File: src/design/fiap_consts.svh
// constants for the flash programming sequencer
`ifndef FIAP_CONSTS_SVH
`define FIAP_CONSTS_SVH
// special function register offsets on the cpu side
`define FIAP_SFR_CTRL_MAIN   4'h0
`define FIAP_SFR_CTRL_AUX    4'h1
`define FIAP_SFR_ADDR_LOW    4'h2
`define FIAP_SFR_ADDR_HIGH   4'h3
`define FIAP_SFR_D0_LOW      4'h4
`define FIAP_SFR_D0_HIGH     4'h5
`define FIAP_SFR_KEY_FIRST   4'h6
`define FIAP_SFR_KEY_LAST    4'hB
// flash_control_main fields
`define FIAP_CM_ENABLED      7
`define FIAP_CM_MODE_HI      6
`define FIAP_CM_MODE_LO      4
`define FIAP_CM_TRIGGER      3
`define FIAP_CM_PROG         2
`define FIAP_CM_RDEN         1
`define FIAP_CM_RDI          0
// flash_control_aux fields
`define FIAP_CA_TSEL         1
`define FIAP_CA_BCLR         0
// flash_op_mode_sel codes
`define FIAP_MODE_WRITE      3'h0
`define FIAP_MODE_ERASE      3'h1
`define FIAP_MODE_READ       3'h3
`define FIAP_MODE_UNLOCK     3'h6
// key bytes, pairs one to three, low then high
`define FIAP_KEY1_LOW        8'h00
`define FIAP_KEY2_LOW        8'h0D
`define FIAP_KEY3_LOW        8'hC3
`define FIAP_KEY1_HIGH       8'h04
`define FIAP_KEY2_HIGH       8'h09
`define FIAP_KEY3_HIGH       8'h40
// timing
`define FIAP_CLK_NS          25
`define FIAP_T_ERASE0_NS     3200000
`define FIAP_T_WRITE0_NS     2200000
`define FIAP_T_ERASE1_NS     3700000
`define FIAP_T_WRITE1_NS     3000000
`define FIAP_READ_CYC        3
`define FIAP_UNLOCK_CYC      64
// host wishbone byte offsets
`define FIAP_WB_CMD          4'h0
`define FIAP_WB_STATUS       4'h4
`define FIAP_CMD_READ_BIT    16
`endif

File: src/design/fiap_pkg.sv
// types shared by the sequencer and the cpu end
package fiap_pkg;
  typedef enum logic [2:0] {
    FIAP_IDLE, FIAP_ERASE, FIAP_PROG, FIAP_WAIT, FIAP_CLEAR, FIAP_READ
  } fiap_state_t;
  typedef enum logic [1:0] {
    FIAP_H_IDLE, FIAP_H_ISSUE, FIAP_H_WAIT
  } fiap_hstate_t;
endpackage

File: src/design/fiap_if.sv
// special function register link between cpu end and sequencer
`timescale 1ns/10ps
interface fiap_if;
  logic       sfr_we;
  logic       sfr_re;
  logic [3:0] sfr_addr;
  logic [7:0] sfr_wdata;
  logic [7:0] sfr_rdata;
  logic       stall;
  modport cpu (output sfr_we, sfr_re, sfr_addr, sfr_wdata,
               input  sfr_rdata, stall);
  modport seq (input  sfr_we, sfr_re, sfr_addr, sfr_wdata,
               output sfr_rdata, stall);
endinterface

File: src/design/fiap_timer.sv
// loadable down counter with a one-cycle done pulse
`timescale 1ns/10ps
module fiap_timer #(
  parameter int W = 18
) (
  input  wire logic         clk_i,   // system clock
  input  wire logic         rst_i,   // sync reset
  input  wire logic         start_i, // load and run
  input  wire logic [W-1:0] load_i,  // cycles, at least one
  output logic              busy_o,  // counting
  output logic              done_o   // pulse at expiry
);
  logic [W-1:0] cnt_q;

  always_ff @(posedge clk_i) begin
    if (rst_i) begin
      cnt_q  <= '0;
      busy_o <= 1'b0;
      done_o <= 1'b0;
    end else if (start_i) begin
      cnt_q  <= load_i;
      busy_o <= 1'b1;
      done_o <= 1'b0;
    end else begin
      done_o <= busy_o && cnt_q == W'(1);
      if (busy_o) begin
        cnt_q <= cnt_q - W'(1);
        if (cnt_q == W'(1)) begin
          busy_o <= 1'b0;
        end
      end
    end
  end
endmodule

File: src/design/fiap_seq.sv
// flash programming sequencer: unlock, page buffer, erase, write, read
//
// Summary of operation
// - mode 110 then trigger starts unlock timer
// - low key bytes 00H 0DH C3H
// - high key bytes 04H 09H 40H
// - timer expiry clears trigger regardless of keys
// - all six keys match sets enabled flag
// - software clear of enabled disables at once
// - 32-word buffer mapped to page bits 13..5
// - low then high byte; high commits, increments
// - buffer address saturates at last page word
// - mode 001 initiate erases page, self-clears
// - mode 000 initiate programs buffer, self-clears
// - buffer clear empties buffer, then self-clears
// - cpu stalled while erase or write runs
// - initiate duration follows timing-select bit
// - erase whole page; program stays within page
// - reprogram same page after clear, no erase
// - read: mode 011, read enable, address, initiate
// - read result into pair zero, initiate clears
// - read stalls cpu four cycles
// - reads not gated by enabled flag
// - erase 3.2/3.7 ms, write 2.2/3.0 ms
// - software write of one to enabled ignored
// - dummy high writes tag erase addresses, saturating
`timescale 1ns/10ps
`include "fiap_consts.svh"
module fiap_seq
  import fiap_pkg::*;
#(
  parameter int ERASE0_CYC = `FIAP_T_ERASE0_NS / `FIAP_CLK_NS,
  parameter int WRITE0_CYC = `FIAP_T_WRITE0_NS / `FIAP_CLK_NS,
  parameter int ERASE1_CYC = `FIAP_T_ERASE1_NS / `FIAP_CLK_NS,
  parameter int WRITE1_CYC = `FIAP_T_WRITE1_NS / `FIAP_CLK_NS,
  parameter int UNLOCK_CYC = `FIAP_UNLOCK_CYC,
  parameter int WORDS      = 32
) (
  input  wire logic        clk_i,         // system clock
  input  wire logic        rst_i,         // sync reset
  fiap_if.seq              sfr,           // cpu side
  output logic             flash_erase_o, // page erase pulse
  output logic             flash_we_o,    // word program pulse
  output logic             flash_rd_o,    // word read pulse
  output logic [13:0]      flash_addr_o,  // word address
  output logic [15:0]      flash_wdata_o, // word to program
  input  wire logic [15:0] flash_rdata_i  // word read back
);
  localparam int TW = 18;

  // saturating increment of the in-page word index
  function automatic logic [4:0] sat_inc(input logic [4:0] v);
    return (v == 5'h1F) ? v : v + 5'h01;
  endfunction

  fiap_state_t state_q;
  logic [2:0]  mode_q;
  logic        enabled_q, trig_q, prog_q, rden_q, rdi_q;
  logic        tsel_q, bclr_q, stall_q;
  logic [13:0] addr_q;
  logic [7:0]  d0l_q, d0h_q, rdata_q;
  logic [7:0]  key_q [6];
  logic [15:0] wbuf_q [WORDS];
  logic [WORDS-1:0] tag_q;
  logic [4:0]  idx_q;
  logic        op_start, op_done, unl_start, unl_done, unl_busy;
  logic [TW-1:0] op_load;
  logic        wr, wr_ctrl, wr_aux, wr_d0h;
  logic [2:0]  mode_new;
  logic        keys_ok;
  logic        go_erase, go_prog, go_read, go_clear;

  assign wr       = sfr.sfr_we && !stall_q;
  assign wr_ctrl  = wr && sfr.sfr_addr == `FIAP_SFR_CTRL_MAIN;
  assign wr_aux   = wr && sfr.sfr_addr == `FIAP_SFR_CTRL_AUX;
  assign wr_d0h   = wr && sfr.sfr_addr == `FIAP_SFR_D0_HIGH;
  assign mode_new = sfr.sfr_wdata[`FIAP_CM_MODE_HI:`FIAP_CM_MODE_LO];
  assign keys_ok  = key_q[0] == `FIAP_KEY1_LOW  &&
                    key_q[1] == `FIAP_KEY1_HIGH &&
                    key_q[2] == `FIAP_KEY2_LOW  &&
                    key_q[3] == `FIAP_KEY2_HIGH &&
                    key_q[4] == `FIAP_KEY3_LOW  &&
                    key_q[5] == `FIAP_KEY3_HIGH;
  // erase and program launches need the enable flag; reads and buffer clears do not
  assign go_erase = state_q == FIAP_IDLE && wr_ctrl && enabled_q &&
                    sfr.sfr_wdata[`FIAP_CM_PROG] &&
                    mode_new == `FIAP_MODE_ERASE;
  assign go_prog  = state_q == FIAP_IDLE && wr_ctrl && enabled_q &&
                    sfr.sfr_wdata[`FIAP_CM_PROG] &&
                    mode_new == `FIAP_MODE_WRITE;
  assign go_read  = state_q == FIAP_IDLE && wr_ctrl && rden_q &&
                    sfr.sfr_wdata[`FIAP_CM_RDI] &&
                    mode_new == `FIAP_MODE_READ;
  assign go_clear = state_q == FIAP_IDLE && wr_aux &&
                    sfr.sfr_wdata[`FIAP_CA_BCLR];
  assign unl_start = wr_ctrl && !trig_q && sfr.sfr_wdata[`FIAP_CM_TRIGGER]
                     && mode_new == `FIAP_MODE_UNLOCK;

  always_comb begin
    op_start = go_erase || go_read ||
               (state_q == FIAP_PROG && idx_q == 5'h1F);
    op_load  = TW'(`FIAP_READ_CYC);
    if (go_erase) begin
      op_load = tsel_q ? TW'(ERASE1_CYC) : TW'(ERASE0_CYC);
    end else if (state_q == FIAP_PROG) begin
      op_load = tsel_q ? TW'(WRITE1_CYC) : TW'(WRITE0_CYC);
    end
  end

  fiap_timer #(.W(TW)) u_op_timer (
    .clk_i   (clk_i),
    .rst_i   (rst_i),
    .start_i (op_start),
    .load_i  (op_load),
    .busy_o  (),
    .done_o  (op_done)
  );

  fiap_timer #(.W(TW)) u_unlock_timer (
    .clk_i   (clk_i),
    .rst_i   (rst_i),
    .start_i (unl_start),
    .load_i  (TW'(UNLOCK_CYC)),
    .busy_o  (unl_busy),
    .done_o  (unl_done)
  );

  ////////////////////////////////////////////////////////////////////////
  // control bits
  always_ff @(posedge clk_i) begin
    if (rst_i) begin
      mode_q    <= 3'h0;
      enabled_q <= 1'b0;
      trig_q    <= 1'b0;
      rden_q    <= 1'b0;
      tsel_q    <= 1'b0;
    end else begin
      if (wr_ctrl) begin
        mode_q <= mode_new;
        rden_q <= sfr.sfr_wdata[`FIAP_CM_RDEN];
      end
      if (wr_aux) begin
        tsel_q <= sfr.sfr_wdata[`FIAP_CA_TSEL];
      end
      // hardware set wins over a same-cycle software clear
      if (unl_done && keys_ok) begin
        enabled_q <= 1'b1;
      end else if (wr_ctrl && !sfr.sfr_wdata[`FIAP_CM_ENABLED]) begin
        enabled_q <= 1'b0;
      end
      if (unl_start) begin
        trig_q <= 1'b1;
      end else if (unl_done) begin
        trig_q <= 1'b0;
      end
    end
  end

  // key bytes, only while the window runs
  always_ff @(posedge clk_i) begin
    if (rst_i) begin
      for (int i = 0; i < 6; i++) begin
        key_q[i] <= 8'h00;
      end
    end else if (unl_start) begin
      // stale keys from an earlier try must not unlock
      for (int i = 0; i < 6; i++) begin
        key_q[i] <= 8'hFF;
      end
    end else if (wr && unl_busy && sfr.sfr_addr >= `FIAP_SFR_KEY_FIRST &&
                 sfr.sfr_addr <= `FIAP_SFR_KEY_LAST) begin
      key_q[3'(sfr.sfr_addr - `FIAP_SFR_KEY_FIRST)] <= sfr.sfr_wdata;
    end
  end

  ////////////////////////////////////////////////////////////////////////
  // address, data pair zero and write buffer
  always_ff @(posedge clk_i) begin
    if (rst_i) begin
      addr_q <= 14'h0000;
      d0l_q  <= 8'h00;
      d0h_q  <= 8'h00;
    end else begin
      if (wr && sfr.sfr_addr == `FIAP_SFR_ADDR_LOW) begin
        addr_q[7:0] <= sfr.sfr_wdata;
      end else if (wr_d0h) begin
        addr_q[4:0] <= sat_inc(addr_q[4:0]);
      end
      if (wr && sfr.sfr_addr == `FIAP_SFR_ADDR_HIGH) begin
        addr_q[13:8] <= sfr.sfr_wdata[5:0];
      end
      if (wr && sfr.sfr_addr == `FIAP_SFR_D0_LOW) begin
        d0l_q <= sfr.sfr_wdata;
      end
      if (wr_d0h) begin
        d0h_q <= sfr.sfr_wdata;
      end else if (state_q == FIAP_READ && op_done) begin
        d0h_q <= flash_rdata_i[15:8];
      end
      if (state_q == FIAP_READ && op_done) begin
        d0l_q <= flash_rdata_i[7:0];
      end
    end
  end

  always_ff @(posedge clk_i) begin
    if (rst_i) begin
      tag_q <= '0;
    end else if (state_q == FIAP_CLEAR) begin
      wbuf_q[idx_q] <= 16'h0000;
      tag_q[idx_q]  <= 1'b0;
    end else if (state_q == FIAP_ERASE && op_done) begin
      tag_q <= '0; // erase tags are used up
    end else if (wr_d0h) begin
      // commit the word at the index inside the selected page
      wbuf_q[addr_q[4:0]] <= {sfr.sfr_wdata, d0l_q};
      tag_q[addr_q[4:0]]  <= 1'b1;
    end
  end

  ////////////////////////////////////////////////////////////////////////
  // operation sequencing
  always_ff @(posedge clk_i) begin
    if (rst_i) begin
      state_q <= FIAP_IDLE;
      idx_q   <= 5'h00;
      prog_q  <= 1'b0;
      rdi_q   <= 1'b0;
      bclr_q  <= 1'b0;
      stall_q <= 1'b0;
    end else begin
      case (state_q)
        FIAP_IDLE: begin
          idx_q <= 5'h00;
          if (go_erase) begin
            prog_q  <= 1'b1;
            stall_q <= 1'b1;
            state_q <= FIAP_ERASE;
          end else if (go_prog) begin
            prog_q  <= 1'b1;
            stall_q <= 1'b1;
            state_q <= FIAP_PROG;
          end else if (go_read) begin
            rdi_q   <= 1'b1;
            stall_q <= 1'b1;
            state_q <= FIAP_READ;
          end else if (go_clear) begin
            bclr_q  <= 1'b1;
            state_q <= FIAP_CLEAR;
          end
        end
        FIAP_PROG: begin
          idx_q <= idx_q + 5'h01;
          if (idx_q == 5'h1F) begin
            state_q <= FIAP_WAIT;
          end
        end
        FIAP_ERASE, FIAP_WAIT: begin
          if (op_done) begin
            prog_q  <= 1'b0;
            stall_q <= 1'b0;
            state_q <= FIAP_IDLE;
          end
        end
        FIAP_READ: begin
          if (op_done) begin
            rdi_q   <= 1'b0;
            stall_q <= 1'b0;
            state_q <= FIAP_IDLE;
          end
        end
        FIAP_CLEAR: begin
          idx_q <= idx_q + 5'h01;
          if (idx_q == 5'h1F) begin
            bclr_q  <= 1'b0;
            state_q <= FIAP_IDLE;
          end
        end
        default: begin
          state_q <= FIAP_IDLE;
        end
      endcase
    end
  end

  // flash strobes; program never leaves the page held in addr_q
  always_ff @(posedge clk_i) begin
    if (rst_i) begin
      flash_erase_o <= 1'b0;
      flash_we_o    <= 1'b0;
      flash_rd_o    <= 1'b0;
      flash_addr_o  <= 14'h0000;
      flash_wdata_o <= 16'h0000;
    end else begin
      flash_erase_o <= go_erase;
      flash_rd_o    <= go_read;
      flash_we_o    <= state_q == FIAP_PROG && tag_q[idx_q];
      flash_wdata_o <= wbuf_q[idx_q];
      if (go_erase) begin
        flash_addr_o <= {addr_q[13:5], 5'h00};
      end else if (go_read) begin
        flash_addr_o <= addr_q;
      end else if (state_q == FIAP_PROG) begin
        flash_addr_o <= {addr_q[13:5], idx_q};
      end
    end
  end

  ////////////////////////////////////////////////////////////////////////
  // register read back
  always_ff @(posedge clk_i) begin
    if (rst_i) begin
      rdata_q <= 8'h00;
    end else if (sfr.sfr_re) begin
      case (sfr.sfr_addr)
        `FIAP_SFR_CTRL_MAIN: rdata_q <= {enabled_q, mode_q, trig_q,
                                         prog_q, rden_q, rdi_q};
        `FIAP_SFR_CTRL_AUX:  rdata_q <= {6'h00, tsel_q, bclr_q};
        `FIAP_SFR_ADDR_LOW:  rdata_q <= addr_q[7:0];
        `FIAP_SFR_ADDR_HIGH: rdata_q <= {2'h0, addr_q[13:8]};
        `FIAP_SFR_D0_LOW:    rdata_q <= d0l_q;
        `FIAP_SFR_D0_HIGH:   rdata_q <= d0h_q;
        default: begin
          if (sfr.sfr_addr <= `FIAP_SFR_KEY_LAST) begin
            rdata_q <= key_q[3'(sfr.sfr_addr - `FIAP_SFR_KEY_FIRST)];
          end else begin
            rdata_q <= 8'h00;
          end
        end
      endcase
    end
  end

  assign sfr.sfr_rdata = rdata_q;
  assign sfr.stall     = stall_q;
endmodule

File: src/flat_wrapper.sv
// flat-port wrapper written by rule: the top's interface ports become plain ports
module fiap_seq_flat import fiap_pkg::*;
#(
  parameter int ERASE0_CYC = `FIAP_T_ERASE0_NS / `FIAP_CLK_NS,
  parameter int WRITE0_CYC = `FIAP_T_WRITE0_NS / `FIAP_CLK_NS,
  parameter int ERASE1_CYC = `FIAP_T_ERASE1_NS / `FIAP_CLK_NS,
  parameter int WRITE1_CYC = `FIAP_T_WRITE1_NS / `FIAP_CLK_NS,
  parameter int UNLOCK_CYC = `FIAP_UNLOCK_CYC,
  parameter int WORDS      = 32
)
  (clk_i, rst_i, flash_erase_o, flash_we_o, flash_rd_o, flash_addr_o, flash_wdata_o, flash_rdata_i, sfr_sfr_we, sfr_sfr_re, sfr_sfr_addr, sfr_sfr_wdata, sfr_sfr_rdata, sfr_stall);
  fiap_if sfr_i ();
  input  wire logic clk_i;
  input  wire logic rst_i;
  output logic flash_erase_o;
  output logic flash_we_o;
  output logic flash_rd_o;
  output logic [13:0] flash_addr_o;
  output logic [15:0] flash_wdata_o;
  input  wire logic [15:0] flash_rdata_i;
  input wire logic [$bits(sfr_i.sfr_we)-1:0] sfr_sfr_we;
  input wire logic [$bits(sfr_i.sfr_re)-1:0] sfr_sfr_re;
  input wire logic [$bits(sfr_i.sfr_addr)-1:0] sfr_sfr_addr;
  input wire logic [$bits(sfr_i.sfr_wdata)-1:0] sfr_sfr_wdata;
  output wire logic [$bits(sfr_i.sfr_rdata)-1:0] sfr_sfr_rdata;
  output wire logic [$bits(sfr_i.stall)-1:0] sfr_stall;
  assign sfr_i.sfr_we = sfr_sfr_we;
  assign sfr_i.sfr_re = sfr_sfr_re;
  assign sfr_i.sfr_addr = sfr_sfr_addr;
  assign sfr_i.sfr_wdata = sfr_sfr_wdata;
  assign sfr_sfr_rdata = sfr_i.sfr_rdata;
  assign sfr_stall = sfr_i.stall;
  fiap_seq #(.ERASE0_CYC(ERASE0_CYC), .WRITE0_CYC(WRITE0_CYC), .ERASE1_CYC(ERASE1_CYC), .WRITE1_CYC(WRITE1_CYC), .UNLOCK_CYC(UNLOCK_CYC), .WORDS(WORDS)) u_core (.clk_i(clk_i), .rst_i(rst_i), .sfr(sfr_i), .flash_erase_o(flash_erase_o), .flash_we_o(flash_we_o), .flash_rd_o(flash_rd_o), .flash_addr_o(flash_addr_o), .flash_wdata_o(flash_wdata_o), .flash_rdata_i(flash_rdata_i));
endmodule
File: config.mk
export PLATFORM = sky130hd
export DESIGN_NAME = fiap_seq_flat
export DESIGN_NICKNAME = d
export VERILOG_FILES = /design/src/design/fiap_pkg.sv /design/src/design/fiap_if.sv /design/src/design/fiap_timer.sv /design/src/design/fiap_seq.sv /design/src/flat_wrapper.sv
export VERILOG_INCLUDE_DIRS = /design/src /design/src/design
export SDC_FILE = /design/constraint.sdc
export NUM_CORES = 1
export LEC_CHECK = 0
export ABC_AREA = 1
export BUFFER_PORTS_ARGS = -buffer_cell sky130_fd_sc_hd__buf_2
export CORE_MARGIN = 10
export CORE_UTILIZATION = 30
export CTS_CLUSTER_DIAMETER = 40
export CTS_CLUSTER_SIZE = 40
export DETAILED_ROUTE_END_ITERATION = 6
export GPL_TIMING_DRIVEN = 0
export HOLD_SLACK_MARGIN = 0.15
export PLACE_DENSITY = 0.51
export SLEW_MARGIN = 15
export SYNTH_ARGS = -nofsm -noshare
export SYNTH_HDL_FRONTEND = slang
export SYNTH_SLANG_ARGS = --single-unit
File: constraint.sdc
create_clock -name clk_i -period 3.5 [get_ports clk_i]
set_input_delay 0.525 -clock clk_i [delete_from_list [all_inputs] [get_ports clk_i]]
set_output_delay 0.525 -clock clk_i [all_outputs]
set_load 0.05 [all_outputs]
==> flow_metrics.py <==
metrics = {
    "global_routing": {
        "grt_pass1_wl_um": 159000,
        "antenna_found_initial": 3,
        "grt_remaining_overflow": 0,
        "grt_max_degree": 33,
        "grt_pass1_vias": 23581,
        "track_usage_pct": 18.1,
    },
    "detailed_routing": {
        "vias": 24587,
        "wl_um": 109000,
        "first_pass_iters": 6,
        "viasPerCell": 5.14,
        "drc": 0,
        "antenna_left": 0,
        "dr.first_iter.drc_count": 2720,
        "wl_per_cell_um": 22.8,
    },
    "final_layout": {
        "postLayoutCellArea_mm2": 0.0386,
        "area_growth_pct": 23.9,
        "multi_input_area_mm2": 0.00968,
        "regArea_mm2": 0.0205,
        "nNetsFinal": 3356,
        "drive_above_1_share_pct": 13.3,
        "fill_cells": 10283,
    },
    "yosys": {
        "syn_nets": 3101,
        "yosysTopAreaCell": "edfxtp_1",
        "yosysSeqAreaShare_pct": 65.9,
        "avgSynthCellArea_um2": 10.2,
        "synthMuxAreaShare_pct": 0,
        "synthTopCellsByArea": "edfxtp_1, dfxtp_1, o21ai_0",
        "yosysMostFrequentCell": "edfxtp_1",
        "synth.ff_latch_count": 738,
        "syn_area_mm2": 0.0312,
        "yosys.area.top_type_share_pct": 55.5,
        "synth_top_family_by_area": "simple AND/OR/NAND/NOR gates",
        "synth_compound_area_share_pct": 13.4,
        "ys_types": 44,
        "synthAdderAreaFrac_pct": 0.722,
        "synthArstFlopShare_pct": 0,
        "synthSimpleGateAreaFrac_pct": 15.6,
        "yosys_most_used_dff": "edfxtp_1",
        "synth_edf_count": 576,
        "synth_xor_area_share_pct": 0.365,
        "ys_top_cells_by_count": "edfxtp_1, nor2_1, nand2_1",
        "synthCells": 3051,
        "ys_warn_count": 0,
    },
    "clock_tree": {
        "cts_tree": "done",
        "htreeDepth": 3,
        "cts_num_sinks": 738,
        "clk_path_buf_depth": 3,
        "insertion_delay_ps": 690,
        "cts_root_buf": "clkbuf_16",
        "cts_made_buffers": 111,
        "cts.reportedPaths.clkPinSlew_ps": 60,
    },
    "sta": {
        "fin_hold_ws_ps": 209,
        "hold_violations": 0,
        "worstMarginPinSlew_ps": 1290,
        "fmax_mhz": 285,
        "drv_slew": 0,
        "slew-limit-headroom_pct": 14.0,
        "finalSetupViolCount": 2,
        "period_needed_ps": 3500,
        "rsz0062_at_grt": "yes",
        "fin_ws_ps": -4.18,
        "finalCritPeriodShare_pct": 100,
        "skew_ps": 45.1,
    },
    "flow_run": {
        "maxCapViolCount": 0,
    },
    "worst_setup_path": {
        "cp.arrival_ps": 4010,
        "cp_cell_sequence": "clkinvlp_4 -> clkbuf_1 -> clkbuf_1 -> o21ai_0 -> o22ai_1 -> nand2_1 -> nand2_1 -> nor2_1 -> a21oi_1",
        "crit_required_ps": 4010,
        "critical_path.endpoint_type": "flip-flop",
        "path_class": "reg2reg",
        "crit_fanout": 10,
        "crit_slowest_cell": "dfxtp_1",
        "cp_slowest_stage_delay_ps": 820,
        "start_kind": "flip-flop",
    },
    "floorplanning": {
        "io_pins": 74,
        "core_mm2": 0.103,
        "initial_core_util_pct": 30.2,
        "rows": 118,
        "die_w_um": 342,
        "die_area_mm2": 0.117,
        "fp.dieH_um": 342,
    },
    "min_path": {
        "holdCritPathClass": "in2reg",
    },
    "placement": {
        "pre_cts_ws_ps": -632,
        "dp_hpwl_um": 76400,
        "placed_cell_area_mm2": 0.0343,
        "portBuffers": 72,
        "routabilityCongestion": 0.920,
    },
    "outcome": {
        "violations": "setup timing",
        "status": "finished, violations left",
    },
    "power_and_ir_drop": {
        "p_leak_nw": 13.8,
        "vdd_drop_max_mv": 0.369,
        "power.total_mw": 22.9,
        "power_density_mw_per_mm2": 592,
    },
}
-- stage by stage --
step / setup TNS [ps] / util (%) / cells
after floorplan: 0 / - / 3051
after global placement: -1166390 / 32.2 / 4503
after detailed placement: -132940 / 33.2 / 4549
after CTS: 0 / 37.3 / 4782
after global routing: -1650 / 37.4 / 4786
final: -5.05 / 37.4 / 4787
-- path summary, 6_finish.rpt --
path / from / slack, ps / depth (start not counted) / to
setup / recovery: u_core.idx_q[1] / -4 / 9 / u_core.flash_wdata_o[4]
hold / removal: flash_rdata_i[15] / 210 / 5 / u_core.d0h_q[7]
setup reg to reg: u_core.idx_q[1] / -4 / 9 / u_core.flash_wdata_o[4]
hold reg to reg: u_core.addr_q[5] / 480 / 2 / u_core.flash_addr_o[5]
-- logic make-up (layout without fill, tap and decap cells) --
family,after synthesis,in the layout
adders and majority gates,18,18
other,0,2
xor gates and xnor gates,13,13
DFF,738,738
buffers and inverters,312,666
and+or+nand+nor,1196,1196
AOI/OAI and AO/OA,774,774
-- area by class of cell --
type                            count  share of cell area, %
Clock inverter                     85                   2.58
Inverter                          154                   1.51
Clock buffer                      127                   7.75
Antenna cell                        2                 0.0130
Timing Repair Buffer              143                   3.70
Sequential cell                   738                   53.2
Tap cell                         1380                   4.47
Multi-Input combinational cell   2001                   25.1
Buffer                            157                   1.72
-- sequential cells by signal, indices dropped and copies added (netlist names), 3 cells and up --
signal	cells
u_core.mode_q	3
u_core.u_unlock_timer.cnt_q	18
u_core.idx_q	5
u_core.d0h_q	8
u_core.addr_q	14
u_core.key_q	64
u_core.state_q	3
u_core.tag_q	32
u_core.flash_addr_o	14
u_core.u_op_timer.cnt_q	18
u_core.sfr.sfr_rdata	8
u_core.wbuf_q	512
u_core.flash_wdata_o	16
u_core.d0l_q	8
-- worst max-delay path, delay by kind of cell (launching register included) --
kind | cells | cell delay (ps)
AO/OA/AOI/OAI | 3 | 540
AND/OR/NAND/NOR | 3 | 660
buffers and inverters | 3 | 1310
flip-flops | 1 | 820
-- layer usage --
metal / GRT usage, % / part of all wire [%]
met1: 25.2 / 44
met2: 27.8 / 44
met3: 2.87 / 7.9
met4: 7.49 / 4.0
met5: 0 / 0
-- where the power goes --
part           internal [mW]  switching, mW  leakage [nW]
clock                   7.23           4.46          1.91
sequential              9.42         0.0550          6.56
combinational          0.384           1.32          5.34
-- placed cells by master (no fill, tap or decap), drive strengths merged, types with 13 or more instances in the layout --
cell type / count
inv: 165
edfxtp: 576
nand4: 22
nand3: 88
nand2: 489
clkinvlp: 16
o22ai: 133
o21ai: 473
nor3: 24
a31oi: 17
bufinv: 13
buf: 185
ha: 18
clkbuf: 233
dfxtp: 162
clkinv: 45
a21oi: 120
nor2: 558
-- timing repair --
action | CTS | global route
gates resized for setup | 19 | 0
pin swaps | 9 | 1
hold buffers | 9 | 0
setup endpoints to repair | 439 | 46
hold endpoints to repair | 10 | 0
buffers inserted | 13 | 3
No activity file was read; power rests on OpenSTA's default activity.
